$ cat src/acsr_pkg.sv
// acsr_pkg: register map, field positions and timing counts for the converter status block.
// assumes a 32-bit AXI4-Lite slave with one register per aligned word.
package acsr_pkg;
    // ========================================
    // register byte offsets
    localparam logic [7:0] OFS_CONTROL_TWO  = 8'h00; // power, fast clear, stop in wait
    localparam logic [7:0] OFS_START        = 8'h04; // conversion_start_control
    localparam logic [7:0] OFS_STATUS       = 8'h08; // conversion_status_flags
    localparam logic [7:0] OFS_TEST         = 8'h0C; // factory_test_and_approximation
    localparam logic [7:0] OFS_PINS         = 8'h10; // pin_digital_input
    localparam logic [7:0] OFS_RESULT_BASE  = 8'h20; // eight result words, high and low bytes
    // ========================================
    // field positions
    localparam int CT2_POWER_BIT    = 7;
    localparam int CT2_FAST_BIT     = 6;
    localparam int CT2_STOP_IN_WAIT_BIT     = 5;
    localparam int ST5_EIGHT_BIT    = 6;
    localparam int ST5_SCAN_BIT     = 5;
    localparam int ST5_MULTICHANNEL_SELECT_BIT     = 4;
    localparam int STAT_SEQ_BIT     = 15;
    localparam int TST_RESET_BIT    = 14;
    localparam int TST_OUT_BIT      = 15;
    localparam int TST_SEL_LSB      = 10;
    // ========================================
    // timing: one conversion slot in clock cycles
    localparam int CONV_TIME_NS     = 2000;
    localparam int CLK_PERIOD_NS    = 10;
    localparam int CONV_CYCLES      = CONV_TIME_NS / CLK_PERIOD_NS;
    localparam logic [7:0] CONV_LAST = 8'(CONV_CYCLES - 1);
    // sequencer states
    typedef enum logic [1:0]
    {
        ACSR_IDLE = 2'b00,
        ACSR_RUN  = 2'b01
    } acsr_state_e;
endpackage

$ cat src/acsr_top.sv
// acsr_top: status, result and test register logic of an 8-channel 10-bit converter.
// assumes a sample value from the analog front end and mode strobes from the chip.
`timescale 1ns/1ps
module acsr_top
    import acsr_pkg::*;
(
    input  wire logic        aclk,
    input  wire logic        aresetn,
    input  wire logic [7:0]  s_axi_awaddr,
    input  wire logic        s_axi_awvalid,
    output logic             s_axi_awready,
    input  wire logic [31:0] s_axi_wdata,
    input  wire logic [3:0]  s_axi_wstrb,
    input  wire logic        s_axi_wvalid,
    output logic             s_axi_wready,
    output logic [1:0]       s_axi_bresp,
    output logic             s_axi_bvalid,
    input  wire logic        s_axi_bready,
    input  wire logic [7:0]  s_axi_araddr,
    input  wire logic        s_axi_arvalid,
    output logic             s_axi_arready,
    output logic [31:0]      s_axi_rdata,
    output logic [1:0]       s_axi_rresp,
    output logic             s_axi_rvalid,
    input  wire logic        s_axi_rready,
    input  wire logic [7:0]  pin_input_levels,
    input  wire logic [9:0]  sample_value,
    input  wire logic        special_mode,
    input  wire logic        stop_mode,
    input  wire logic        wait_mode,
    output logic [2:0]       channel_select,
    output logic [3:0]       factory_test_select,
    output logic             test_output_mux
);
    // ========================================
    // register state
    logic        converter_power_up;
    logic        fast_flag_clear_select;
    logic        stop_in_wait;
    logic [6:0]  start_ctl;
    logic        sequence_done_flag;
    logic [7:0]  per_result_done_flags;
    logic [7:0]  status_seen;
    logic [2:0]  conversion_pointer;
    logic [9:0]  approximation_value_bits;
    logic [3:0]  test_sel;
    logic        test_out;
    logic [15:0] result_word [8];
    logic        first_seq_done;
    logic [7:0]  slot_cnt;
    acsr_state_e state;

    // ========================================
    // bus slave: write takes address and data in either order
    logic        aw_held;
    logic        w_held;
    logic [7:0]  aw_addr;
    logic [31:0] w_data;
    logic [3:0]  w_strb;
    logic        wr_go;
    logic        rd_go;
    logic        soft_rst;

    assign s_axi_awready = !aw_held && !s_axi_bvalid;
    assign s_axi_wready  = !w_held && !s_axi_bvalid;
    assign s_axi_arready = !s_axi_rvalid;
    assign s_axi_bresp   = 2'h0;
    assign s_axi_rresp   = 2'h0;
    assign wr_go         = aw_held && w_held;
    assign rd_go         = s_axi_arvalid && s_axi_arready;
    assign channel_select      = start_ctl[2:0] + (start_ctl[ST5_MULTICHANNEL_SELECT_BIT] ? conversion_pointer
                                                                            : 3'h0);
    assign factory_test_select = test_sel;
    assign test_output_mux     = test_out;

    // write channel capture and response
    always_ff @(posedge aclk)
    begin
        if (!aresetn)
        begin
            aw_held      <= 1'b0;
            w_held       <= 1'b0;
            aw_addr      <= 8'h00;
            w_data       <= 32'h0000_0000;
            w_strb       <= 4'h0;
            s_axi_bvalid <= 1'b0;
        end
        else
        begin
            if (s_axi_awvalid && s_axi_awready)
            begin
                aw_held <= 1'b1;
                aw_addr <= s_axi_awaddr;
            end
            if (s_axi_wvalid && s_axi_wready)
            begin
                w_held <= 1'b1;
                w_data <= s_axi_wdata;
                w_strb <= s_axi_wstrb;
            end
            if (wr_go)
            begin
                aw_held      <= 1'b0;
                w_held       <= 1'b0;
                s_axi_bvalid <= 1'b1;
            end
            else if (s_axi_bvalid && s_axi_bready)
                s_axi_bvalid <= 1'b0;
        end
    end

    // decoded write strobes; full low half-word needed for the 10-bit approximation field
    logic wr_ct2;
    logic wr_start;
    logic wr_stat;
    logic wr_test;
    assign wr_ct2   = wr_go && aw_addr == OFS_CONTROL_TWO && w_strb[0];
    assign wr_start = wr_go && aw_addr == OFS_START && w_strb[0];
    assign wr_stat  = wr_go && aw_addr == OFS_STATUS && special_mode;
    assign wr_test  = wr_go && aw_addr == OFS_TEST && special_mode;
    assign soft_rst = wr_test && w_strb[1] && w_data[TST_RESET_BIT];

    // result read decode, used by both flag clearing paths
    function automatic logic is_result(input logic [7:0] a);
        return a[7:5] == OFS_RESULT_BASE[7:5] && a[1:0] == 2'h0;
    endfunction
    logic       rd_result;
    logic [2:0] rd_idx;
    logic       rd_status;
    assign rd_result = rd_go && is_result(s_axi_araddr);
    assign rd_idx    = s_axi_araddr[4:2];
    assign rd_status = rd_go && s_axi_araddr == OFS_STATUS;

    // ========================================
    // control register two; power-up survives soft reset
    always_ff @(posedge aclk)
    begin
        if (!aresetn)
        begin
            converter_power_up     <= 1'b0;
            fast_flag_clear_select <= 1'b0;
            stop_in_wait           <= 1'b0;
        end
        else if (wr_ct2)
        begin
            converter_power_up     <= w_data[CT2_POWER_BIT];
            fast_flag_clear_select <= w_data[CT2_FAST_BIT];
            stop_in_wait           <= w_data[CT2_STOP_IN_WAIT_BIT];
        end
        else if (soft_rst)
        begin
            fast_flag_clear_select <= 1'b0;
            stop_in_wait           <= 1'b0;
        end
    end

    // ========================================
    // sequencer: one conversion slot per CONV_CYCLES clocks
    logic halt;
    logic slot_end;
    logic seq_end;
    logic [2:0] last_ptr;
    // wait halts only with stop in wait
    assign halt     = stop_mode || (wait_mode && stop_in_wait) || !converter_power_up;
    assign slot_end = state == ACSR_RUN && !halt && slot_cnt == CONV_LAST;
    assign last_ptr = start_ctl[ST5_EIGHT_BIT] ? 3'h7 : 3'h3;
    assign seq_end  = slot_end && conversion_pointer == last_ptr;

    always_ff @(posedge aclk)
    begin
        if (!aresetn || soft_rst)
        begin
            state              <= ACSR_IDLE;
            start_ctl          <= 7'h00;
            slot_cnt           <= 8'h00;
            conversion_pointer <= 3'h0;
            first_seq_done     <= 1'b0;
        end
        else if (wr_start)
        begin
            state              <= ACSR_RUN;
            start_ctl          <= w_data[6:0];
            slot_cnt           <= 8'h00;
            conversion_pointer <= 3'h0;
            first_seq_done     <= 1'b0;
        end
        else
        begin
            case (state)
                ACSR_IDLE:
                    slot_cnt <= 8'h00;
                ACSR_RUN:
                begin
                    if (stop_mode)
                    begin
                        state              <= ACSR_IDLE;
                        conversion_pointer <= 3'h0;
                        slot_cnt           <= 8'h00;
                    end
                    else if (!halt)
                    begin
                        slot_cnt <= slot_end ? 8'h00 : slot_cnt + 8'h01;
                        if (slot_end)
                        begin
                            conversion_pointer <= seq_end ? 3'h0 : conversion_pointer + 3'h1;
                            if (seq_end)
                            begin
                                first_seq_done <= 1'b1;
                                if (!start_ctl[ST5_SCAN_BIT])
                                    state <= ACSR_IDLE;
                            end
                        end
                    end
                end
                default:
                    state <= ACSR_IDLE;
            endcase
        end
    end

    // ========================================
    // approximation register: tracks the sample, loadable in special mode
    always_ff @(posedge aclk)
    begin
        if (!aresetn || soft_rst)
            approximation_value_bits <= 10'h000;
        else if (wr_test && w_strb[0] && w_strb[1])
            approximation_value_bits <= w_data[9:0];
        else if (state == ACSR_RUN && !halt)
            approximation_value_bits <= sample_value;
    end

    always_ff @(posedge aclk)
    begin
        if (!aresetn || soft_rst)
        begin
            test_sel <= 4'h0;
            test_out <= 1'b0;
        end
        else if (wr_test && w_strb[1])
        begin
            test_sel <= w_data[TST_SEL_LSB +: 4];
            test_out <= w_data[TST_OUT_BIT];
        end
    end

    always_ff @(posedge aclk)
    begin
        if (slot_end)
            result_word[conversion_pointer] <= {approximation_value_bits, 6'h00};
    end

    // ========================================
    // sequence done flag; set wins over any clear in the same cycle except a start write or soft reset, which clear it
    logic seq_set;
    assign seq_set = seq_end && !first_seq_done;
    always_ff @(posedge aclk)
    begin
        if (!aresetn || soft_rst)
            sequence_done_flag <= 1'b0;
        else if (seq_set && !wr_start)
            sequence_done_flag <= 1'b1;
        else if (wr_start)
            sequence_done_flag <= 1'b0;
        else if (fast_flag_clear_select && rd_result)
            sequence_done_flag <= 1'b0;
        else if (wr_stat && w_strb[1])
            sequence_done_flag <= w_data[STAT_SEQ_BIT];
    end

    // per-result flags; status_seen marks flags observed by a status read
    logic [7:0] flag_set;
    logic [7:0] flag_clr;
    always_comb
    begin
        flag_set = 8'h00;
        flag_clr = 8'h00;
        if (slot_end)
            flag_set[conversion_pointer] = 1'b1;
        if (rd_result && (fast_flag_clear_select || status_seen[rd_idx]))
            flag_clr[rd_idx] = 1'b1;
    end

    always_ff @(posedge aclk)
    begin
        if (!aresetn || soft_rst || wr_start)
        begin
            per_result_done_flags <= 8'h00;
            status_seen           <= 8'h00;
        end
        else
        begin
            if (wr_stat && w_strb[0])
                per_result_done_flags <= (w_data[7:0] & ~flag_clr) | flag_set;
            else
                per_result_done_flags <= (per_result_done_flags & ~flag_clr) | flag_set;
            if (rd_status)
                status_seen <= per_result_done_flags & ~flag_set;
            else
                status_seen <= status_seen & ~flag_clr & ~flag_set;
        end
    end

    // ========================================
    // read data path, registered
    logic [31:0] next_rdata;
    always_comb
    begin
        next_rdata = 32'h0000_0000;
        if (is_result(s_axi_araddr))
            next_rdata = {16'h0000, result_word[rd_idx]};
        else
        begin
            case (s_axi_araddr)
                OFS_CONTROL_TWO: next_rdata = {24'h000000, converter_power_up,
                                               fast_flag_clear_select, stop_in_wait, 5'h00};
                OFS_START:       next_rdata = {25'h0000000, start_ctl};
                OFS_STATUS:      next_rdata = {16'h0000, sequence_done_flag, 4'h0,
                                               conversion_pointer, per_result_done_flags};
                OFS_TEST:        next_rdata = special_mode ?
                                     {16'h0000, test_out, 1'b0, test_sel, approximation_value_bits}
                                     : 32'h0000_0000;
                OFS_PINS:        next_rdata = {24'h000000, pin_input_levels};
                default:         next_rdata = 32'h0000_0000;
            endcase
        end
    end

    always_ff @(posedge aclk)
    begin
        if (!aresetn)
        begin
            s_axi_rvalid <= 1'b0;
            s_axi_rdata  <= 32'h0000_0000;
        end
        else if (rd_go)
        begin
            s_axi_rvalid <= 1'b1;
            s_axi_rdata  <= next_rdata;
        end
        else if (s_axi_rready)
            s_axi_rvalid <= 1'b0;
    end

    // ========================================
    // checks
    property p_start_clears;
        @(posedge aclk) disable iff (!aresetn) wr_start |=> !sequence_done_flag;
    endproperty
    a_start_clears: assert property (p_start_clears) else $error("start did not clear done");
    property p_done_sets;
        @(posedge aclk) disable iff (!aresetn || soft_rst)
            seq_set && !wr_start |=> sequence_done_flag;
    endproperty
    a_done_sets: assert property (p_done_sets) else $error("done flag not set");
    property p_fast_clear;
        @(posedge aclk) disable iff (!aresetn)
            fast_flag_clear_select && rd_result && !seq_set && !wr_stat |=> !sequence_done_flag;
    endproperty
    a_fast_clear: assert property (p_fast_clear) else $error("fast clear failed");
    property p_slow_hold;
        @(posedge aclk) disable iff (!aresetn || soft_rst)
            !fast_flag_clear_select && sequence_done_flag && !wr_start && !wr_stat
            |=> sequence_done_flag;
    endproperty
    a_slow_hold: assert property (p_slow_hold) else $error("done cleared early");
    property p_ptr_range;
        @(posedge aclk) disable iff (!aresetn)
            !start_ctl[ST5_EIGHT_BIT] |-> conversion_pointer <= 3'h3;
    endproperty
    a_ptr_range: assert property (p_ptr_range) else $error("pointer beyond four");
    property p_flag_on_end;
        @(posedge aclk) disable iff (!aresetn || soft_rst)
            slot_end && !wr_start |=> per_result_done_flags[$past(conversion_pointer)];
    endproperty
    a_flag_on_end: assert property (p_flag_on_end) else $error("result flag missing");
    property p_test_zero;
        @(posedge aclk) disable iff (!aresetn)
            rd_go && s_axi_araddr == OFS_TEST && !special_mode |=> s_axi_rdata == 32'h0;
    endproperty
    a_test_zero: assert property (p_test_zero) else $error("test read not zero");
    property p_unpowered_idle;
        @(posedge aclk) disable iff (!aresetn) !converter_power_up |-> !slot_end;
    endproperty
    a_unpowered_idle: assert property (p_unpowered_idle) else $error("converted unpowered");
    property p_stop_abort;
        @(posedge aclk) disable iff (!aresetn) stop_mode && !wr_start |=> state == ACSR_IDLE;
    endproperty
    a_stop_abort: assert property (p_stop_abort) else $error("stop did not abort");
    property p_soft_keep;
        @(posedge aclk) disable iff (!aresetn)
            soft_rst && !wr_ct2 |=> converter_power_up == $past(converter_power_up);
    endproperty
    a_soft_keep: assert property (p_soft_keep) else $error("soft reset lost power");
    c_seq_done: cover property (@(posedge aclk) disable iff (!aresetn) seq_set);
    c_fast_rd: cover property (@(posedge aclk) disable iff (!aresetn)
        fast_flag_clear_select && rd_result);
    c_scan: cover property (@(posedge aclk) disable iff (!aresetn)
        seq_end && first_seq_done);
endmodule

$ cat config.mk
export PLATFORM = sky130hd
export DESIGN_NAME = acsr_top
export DESIGN_NICKNAME = d
export VERILOG_FILES = /design/src/acsr_pkg.sv /design/src/acsr_top.sv
export SDC_FILE = /design/constraint.sdc
export NUM_CORES = 1
export LEC_CHECK = 0
export BUFFER_PORTS_ARGS = -buffer_cell sky130_fd_sc_hd__buf_2
export CAP_MARGIN = 20
export CORE_UTILIZATION = 50
export CTS_BUF_LIST = sky130_fd_sc_hd__clkbuf_16
export DETAILED_ROUTE_END_ITERATION = 16
export GPL_TIMING_DRIVEN = 0
export MAX_ROUTING_LAYER = met4
export PLACE_DENSITY_LB_ADDON = 0.1
export SYNTH_ARGS = -nofsm -noshare
export SYNTH_HDL_FRONTEND = slang
export SYNTH_SLANG_ARGS = --single-unit
$ cat constraint.sdc
create_clock -name aclk -period 5.85 [get_ports aclk]
set_input_delay 1.4625 -clock aclk [delete_from_list [all_inputs] [get_ports aclk]]
set_output_delay 1.4625 -clock aclk [all_outputs]
set_load 0.01 [all_outputs]
## Word level (Yosys, flattened, before mapping)

Memories as Yosys holds them, arrays and structs flattened.
Index checks and enable logic that the tools add are counted.

- Bits in latches: 0
- Bits in writable memories: 80
- Output and inout bits: 49
- Input bits: 80
- Memories kept: 1
- Register bits after elaboration: 118
- ROM bits: 0

Memory list:

| memory | words | bits a word | rd ports | clocked after Yosys merged registers in | write ports | line | source |
|---|---|---|---|---|---|---|---|
| result_word | 8 | 10 | 1 | 0 | 1 | acsr_top.sv:48 | `logic [15:0] result_word [8];` |

- Equality and inequality tests: 21
- Div/mod/pow operators: 0
- Shift-type cells: 0
- Reduce and logical (&&, ||, !) cells: 66
- Multipliers: 0
- Bitwise gates (word level): 13
- Add/sub/neg operators: 3
- Mux-type cells: 45
- $lt $le $gt $ge: 4

Operators by type and width:

| cell | number |
|---|---|
| $pmux W16 S5 | 1 |
| $mux W8 | 7 |
| $and A8 B8 Y8 | 5 |
| $logic_and A1 B1 Y1 | 34 |
| $eq A8 B4 Y1 const B | 4 |
| $mux W16 | 2 |
| $mux W10 | 2 |
| $mux W3 | 6 |
| $mux W1 | 17 |
| $eq A8 B3 Y1 const B | 2 |
| $logic_not A8 Y1 | 2 |
| $ne A4 B4 Y1 const B | 4 |
| $not A8 Y8 | 2 |
| $or A8 B8 Y8 | 2 |
| $pmux W8 S2 | 1 |
| $reduce_and A5 Y1 | 3 |
| $ne A3 B3 Y1 const B | 4 |
| $reduce_bool A2 Y1 | 6 |
| $mux W2 | 5 |
| $logic_not A1 Y1 | 9 |
| $add A8 B1 Y8 const B | 1 |
| $eq A8 B5 Y1 const B | 1 |
| $eq A8 B8 Y1 const B | 1 |
| $lt A3 B4 Y1 const B | 2 |
| other kinds (17) | 29 |

## Longest topological paths before layout

- Depth after elaboration: 13
- Depth in mapped cells: 8
- Depth with buffers taken out: 6

## Worst setup path before layout

No wires, ideal clock.

- Path kind: register to output
- Start point: register conversion_pointer[0]
- End point: output channel_select[2]
- Data required time: 4.388 ns
- Stages on the path, launching flop included: 7
- Path buffers: 0
- Arrival time: 1.472 ns
- Path slack: 2.915 ns
- Path through: dfxtp_1 and2_1 ha_1 inv_1 fa_1 xnor2_1 xnor2_1

- Word-level cells in the longest chain between the ends: 2

Ends and longest elaborated chain:

| element | line | source |
|---|---|---|
| start, declared | acsr_top.sv:44 | `logic [2:0] conversion_pointer;` |
| start signal, assigned | acsr_top.sv:205 | `conversion_pointer <= seq_end ? 3'h0 : conversion_pointer + 3'h1;` |
| $mux W3 | acsr_top.sv:71 | `assign channel_select = start_ctl[2:0] + (start_ctl[ST5_MULTICHANNEL_SELECT_BIT] ? conversion_pointer` |
| $add A3 B3 Y3 | acsr_top.sv:71 |  |
| end, declared | acsr_top.sv:31 | `output logic [2:0] channel_select,` |

No other way between the ends.

## Final worst setup path

Same ends and word-level chain as after synthesis.

==> results.sh <==
export IMPL_path_common_cell="xnor2_1"
export IMPL_hold_viol=0
export IMPL_relSlewSlack_pct=35.74
export IMPL_place_inst=1091
export IMPL_rsz0062_at_grt="false"
export IMPL_nets=979
export IMPL_drv_cap=0
export IMPL_p_per_area_nw_per_um2=279.9
export IMPL_start_util_pct=51.49
export IMPL_avgSynthCellArea_um2=10.71
export IMPL_seq_power_share_pct=49.9
export IMPL_synthFlopType="dfxtp_1"
export IMPL_fin_crit_ns=3.558
export IMPL_yosys_warnings=0
export IMPL_whs_ns=0.4496
export IMPL_dieHeight_um=130.4
export IMPL_cts_inserted_buffers=17
export IMPL_setup_violations=0
export IMPL_grt_pass1_wl_mm=35.63
export IMPL_min_path_cells=2
export IMPL_wl_per_cell_um=20.76
export IMPL_htree_levels=4
export IMPL_port_buffers=87
export IMPL_hold_class="flip-flop to flip-flop"
export IMPL_post_cts_setup_buffers=0
export IMPL_filler_cell_count=1405
export IMPL_clockBufferDepth=2
export IMPL_ir_worst_vdd_mv=0.2073
export IMPL_critical_path_class="flip-flop to output pin"
export IMPL_worst_pin_slew_ns=0.9551
export IMPL_clock_latency_ns=0.44
export IMPL_required_ns=4.39
export IMPL_drive_gt1_share_pct=19.60
export IMPL_multi_input_area_um2=3420
export IMPL_cts_resized=0
export IMPL_synth_seq_cells=181
export IMPL_worstRegToRegCells=6
export IMPL_combPwrFrac_pct=6.4
export IMPL_grt_pass1_vias=6328
export IMPL_drtIter0Drc=588
export IMPL_antenna_found_initial=0
export IMPL_hold_buffers=0
export IMPL_cpMaxStageDelayCell="dfxtp_1"
export IMPL_r2r_slack_ns=3.27
export IMPL_power_leakage_nw=3.772
export IMPL_r2r_end="result_word[7][4]"
export IMPL_area_delta_synth_final_pct=16.80
export IMPL_switching_share_pct=23.38
export IMPL_die_w_um=130.4
export IMPL_start_kind="flip-flop"
export IMPL_seq_area_frac_synth_pct=53.70
export IMPL_clkPwrFrac_pct=43.8
export IMPL_ff_latch_area_um2=4424
export IMPL_vias_per_cell=5.962
export IMPL_coreArea_um2=16000
export IMPL_numClockSinks=181
export IMPL_via_count=6701
export IMPL_max_stage_delay_ns=0.49
export IMPL_status="complete, no violations"
export IMPL_post_route_period_util_pct=60.82
export IMPL_postSynthCellCount=769
export IMPL_grt_overflow=0
export IMPL_wl_mm=23.34
export IMPL_clock_root_buffer="clkbuf_16"
export IMPL_dieArea_um2=17000
export IMPL_timing_rr_start="slot_cnt[0]"
export IMPL_maxClockFrequency_mhz=281.1
export IMPL_cp_end_kind="output pin"
export IMPL_synth_area_um2=8239
export IMPL_skew_ns=0.007961
export IMPL_ant_nets=0
export IMPL_n_antenna_cell=0
export IMPL_grt_total_usage_pct=29.61
export IMPL_fin_cells=1124
export IMPL_clk_pin_slew_ns=0.07
export IMPL_holdPathEnd="s_axi_rdata[14]"
export IMPL_tns_ns=0
export IMPL_crit_arrival_ns=2.10
export IMPL_synth_distinct_cells=68
export IMPL_crit_fanout=8
export IMPL_p_sw_uw=629.9
export IMPL_drv_slew=0
export IMPL_hold_start="s_axi_rdata[14]"
export IMPL_drt_first_pass_iters=6
export IMPL_pin_count=129
export IMPL_std_cell_rows=46
export IMPL_path_cells="and2_1 > ha_1 > inv_1 > fa_1 > xnor2_1 > xnor2_1 > buf_2"
export IMPL_synth_edf_count=80
export IMPL_grt_max_degree=17
export IMPL_hpwl_mm=16.87
export IMPL_place_gp_congestion=0.9002
export IMPL_setup_slack_ns=2.292
export IMPL_intPower_mw=2.064
export IMPL_synthArstFlopShare_pct=0
export IMPL_cts_tree="built"
export IMPL_drc_errors=0
export IMPL_pre_cts_slack_ns=2.152
[worst max-delay path, delay by kind of cell (launching register included)]
family / cells / cell delay (ns)
flops: 1 / 0.49
fa+ha+maj: 2 / 0.50
buf+inv: 2 / 0.18
xor+xnor: 2 / 0.31
simple gates: 1 / 0.18
[stage by stage]
step	area (um^2)	utilization [%]	power, mW
2_1_floorplan	8310	-	1.470
3_3_place_gp	9016	56.35	1.535
3_5_place_dp	9016	56.35	1.539
4_1_cts	9618	60.11	2.690
5_1_grt	9623	60.14	2.764
6_report	9623	60.14	2.694
[logic make-up (layout without fill, tap and decap cells)]
group / after synthesis / count (layout) / synth area share (%)
XOR/XNOR: 8 / 8 / 0.8505
flip-flops: 181 / 181 / 53.70
AND/OR/NAND/NOR: 273 / 273 / 17.27
multiplexers: 50 / 50 / 8.231
buffers and inverters: 90 / 210 / 5.664
adder cells (fa/ha/maj): 4 / 4 / 0.6986
AO/OA/AOI/OAI: 162 / 162 / 13.55
other: 1 / 20 / 0.04551
[registers in the layout (all words and copies together) (netlist names), 2 cells and up]
register / count
result_word: 80
per_result_done_flags: 8
w_strb: 2
s_axi_rdata: 16
slot_cnt: 8
status_seen: 8
conversion_pointer: 3
w_data: 16
start_ctl: 7
approximation_value_bits: 10
factory_test_select: 4
aw_addr: 8
[power groups by stage]
stage	Clock, mW	Combinational [mW]	Sequential, mW
6_report	1.18	0.171	1.34
5_1_grt	1.23	0.187	1.34
4_1_cts	1.18	0.168	1.34
3_5_place_dp	0	0.168	1.37
3_3_place_gp	0	0.165	1.37
2_1_floorplan	0	0.106	1.36
[worst max-delay path by stage]
stage	slack, ns	startpoint	to
2_1_floorplan	2.92	conversion_pointer[0]	channel_select[2]
3_3_place_gp	2.15	aresetn	s_axi_rdata[9]
3_5_place_dp	2.15	stop_mode	result_word[7][8]
4_1_cts	2.28	conversion_pointer[0]	channel_select[2]
5_1_grt	2.19	conversion_pointer[0]	channel_select[2]
6_report	2.29	conversion_pointer[0]	channel_select[2]
[routing by layer]
layer,track usage (%),wire length [um],share of wire (%)
met1,40.15,10430,45
met2,44.74,10630,46
met3,5.043,1631,7.0
met4,10.62,650,2.8
met5,-,0,0
[layout by cell type (no fill, tap or decap), types with 6 or more instances in the layout]
cell and n:
o311ai_0 7, buf_2 95, dfxtp_1 101, a21oi_1 46, a2111oi_0 6, a211oi_1 16
o21ai_0 22, buf_4 22, a22oi_1 12, mux2i_1 34, nor4_1 16, nand2_1 111
clkbuf_1 28, a221oi_1 10, inv_1 26, o211ai_1 13, conb_1 20, nor3b_1 11
nand4_1 8, edfxtp_1 80, mux4_2 14, and3_1 13, and2_1 7, clkbuf_16 17
nor3_1 17, nand3_1 18, nand2b_1 8, nor2_1 29
[synth_stat cells, types with 13 or more instances]
cell type / number / area [um^2]
nor2_1: 29 / 108.9
clkbuf_1: 28 / 105.1
nand2_1: 111 / 416.7
o21ai_0: 22 / 110.1
a211oi_1: 16 / 120.1
edfxtp_1: 80 / 2402
mux2i_1: 34 / 340.3
a21oi_1: 46 / 230.2
mux4_2: 14 / 315.3
and3_1: 13 / 81.33
o211ai_1: 13 / 97.59
nand3_1: 18 / 90.09
nor3_1: 17 / 85.08
nor4_1: 16 / 100.1
dfxtp_1: 101 / 2022
buf_4: 22 / 165.2
inv_1: 25 / 93.84
[area by class of cell]
| class | instances | area share [%] |
|---|---|---|
| well taps | 216 | 2.808 |
| multi-input cells | 517 | 35.54 |
| flip-flops and latches | 181 | 45.98 |
| plain buffers | 64 | 3.836 |
| clock buffers | 17 | 4.421 |
| inverters | 26 | 1.014 |
| clock inverters | 15 | 1.833 |
| repair buffers | 88 | 4.577 |
No activity file was read; power rests on OpenSTA's default activity.
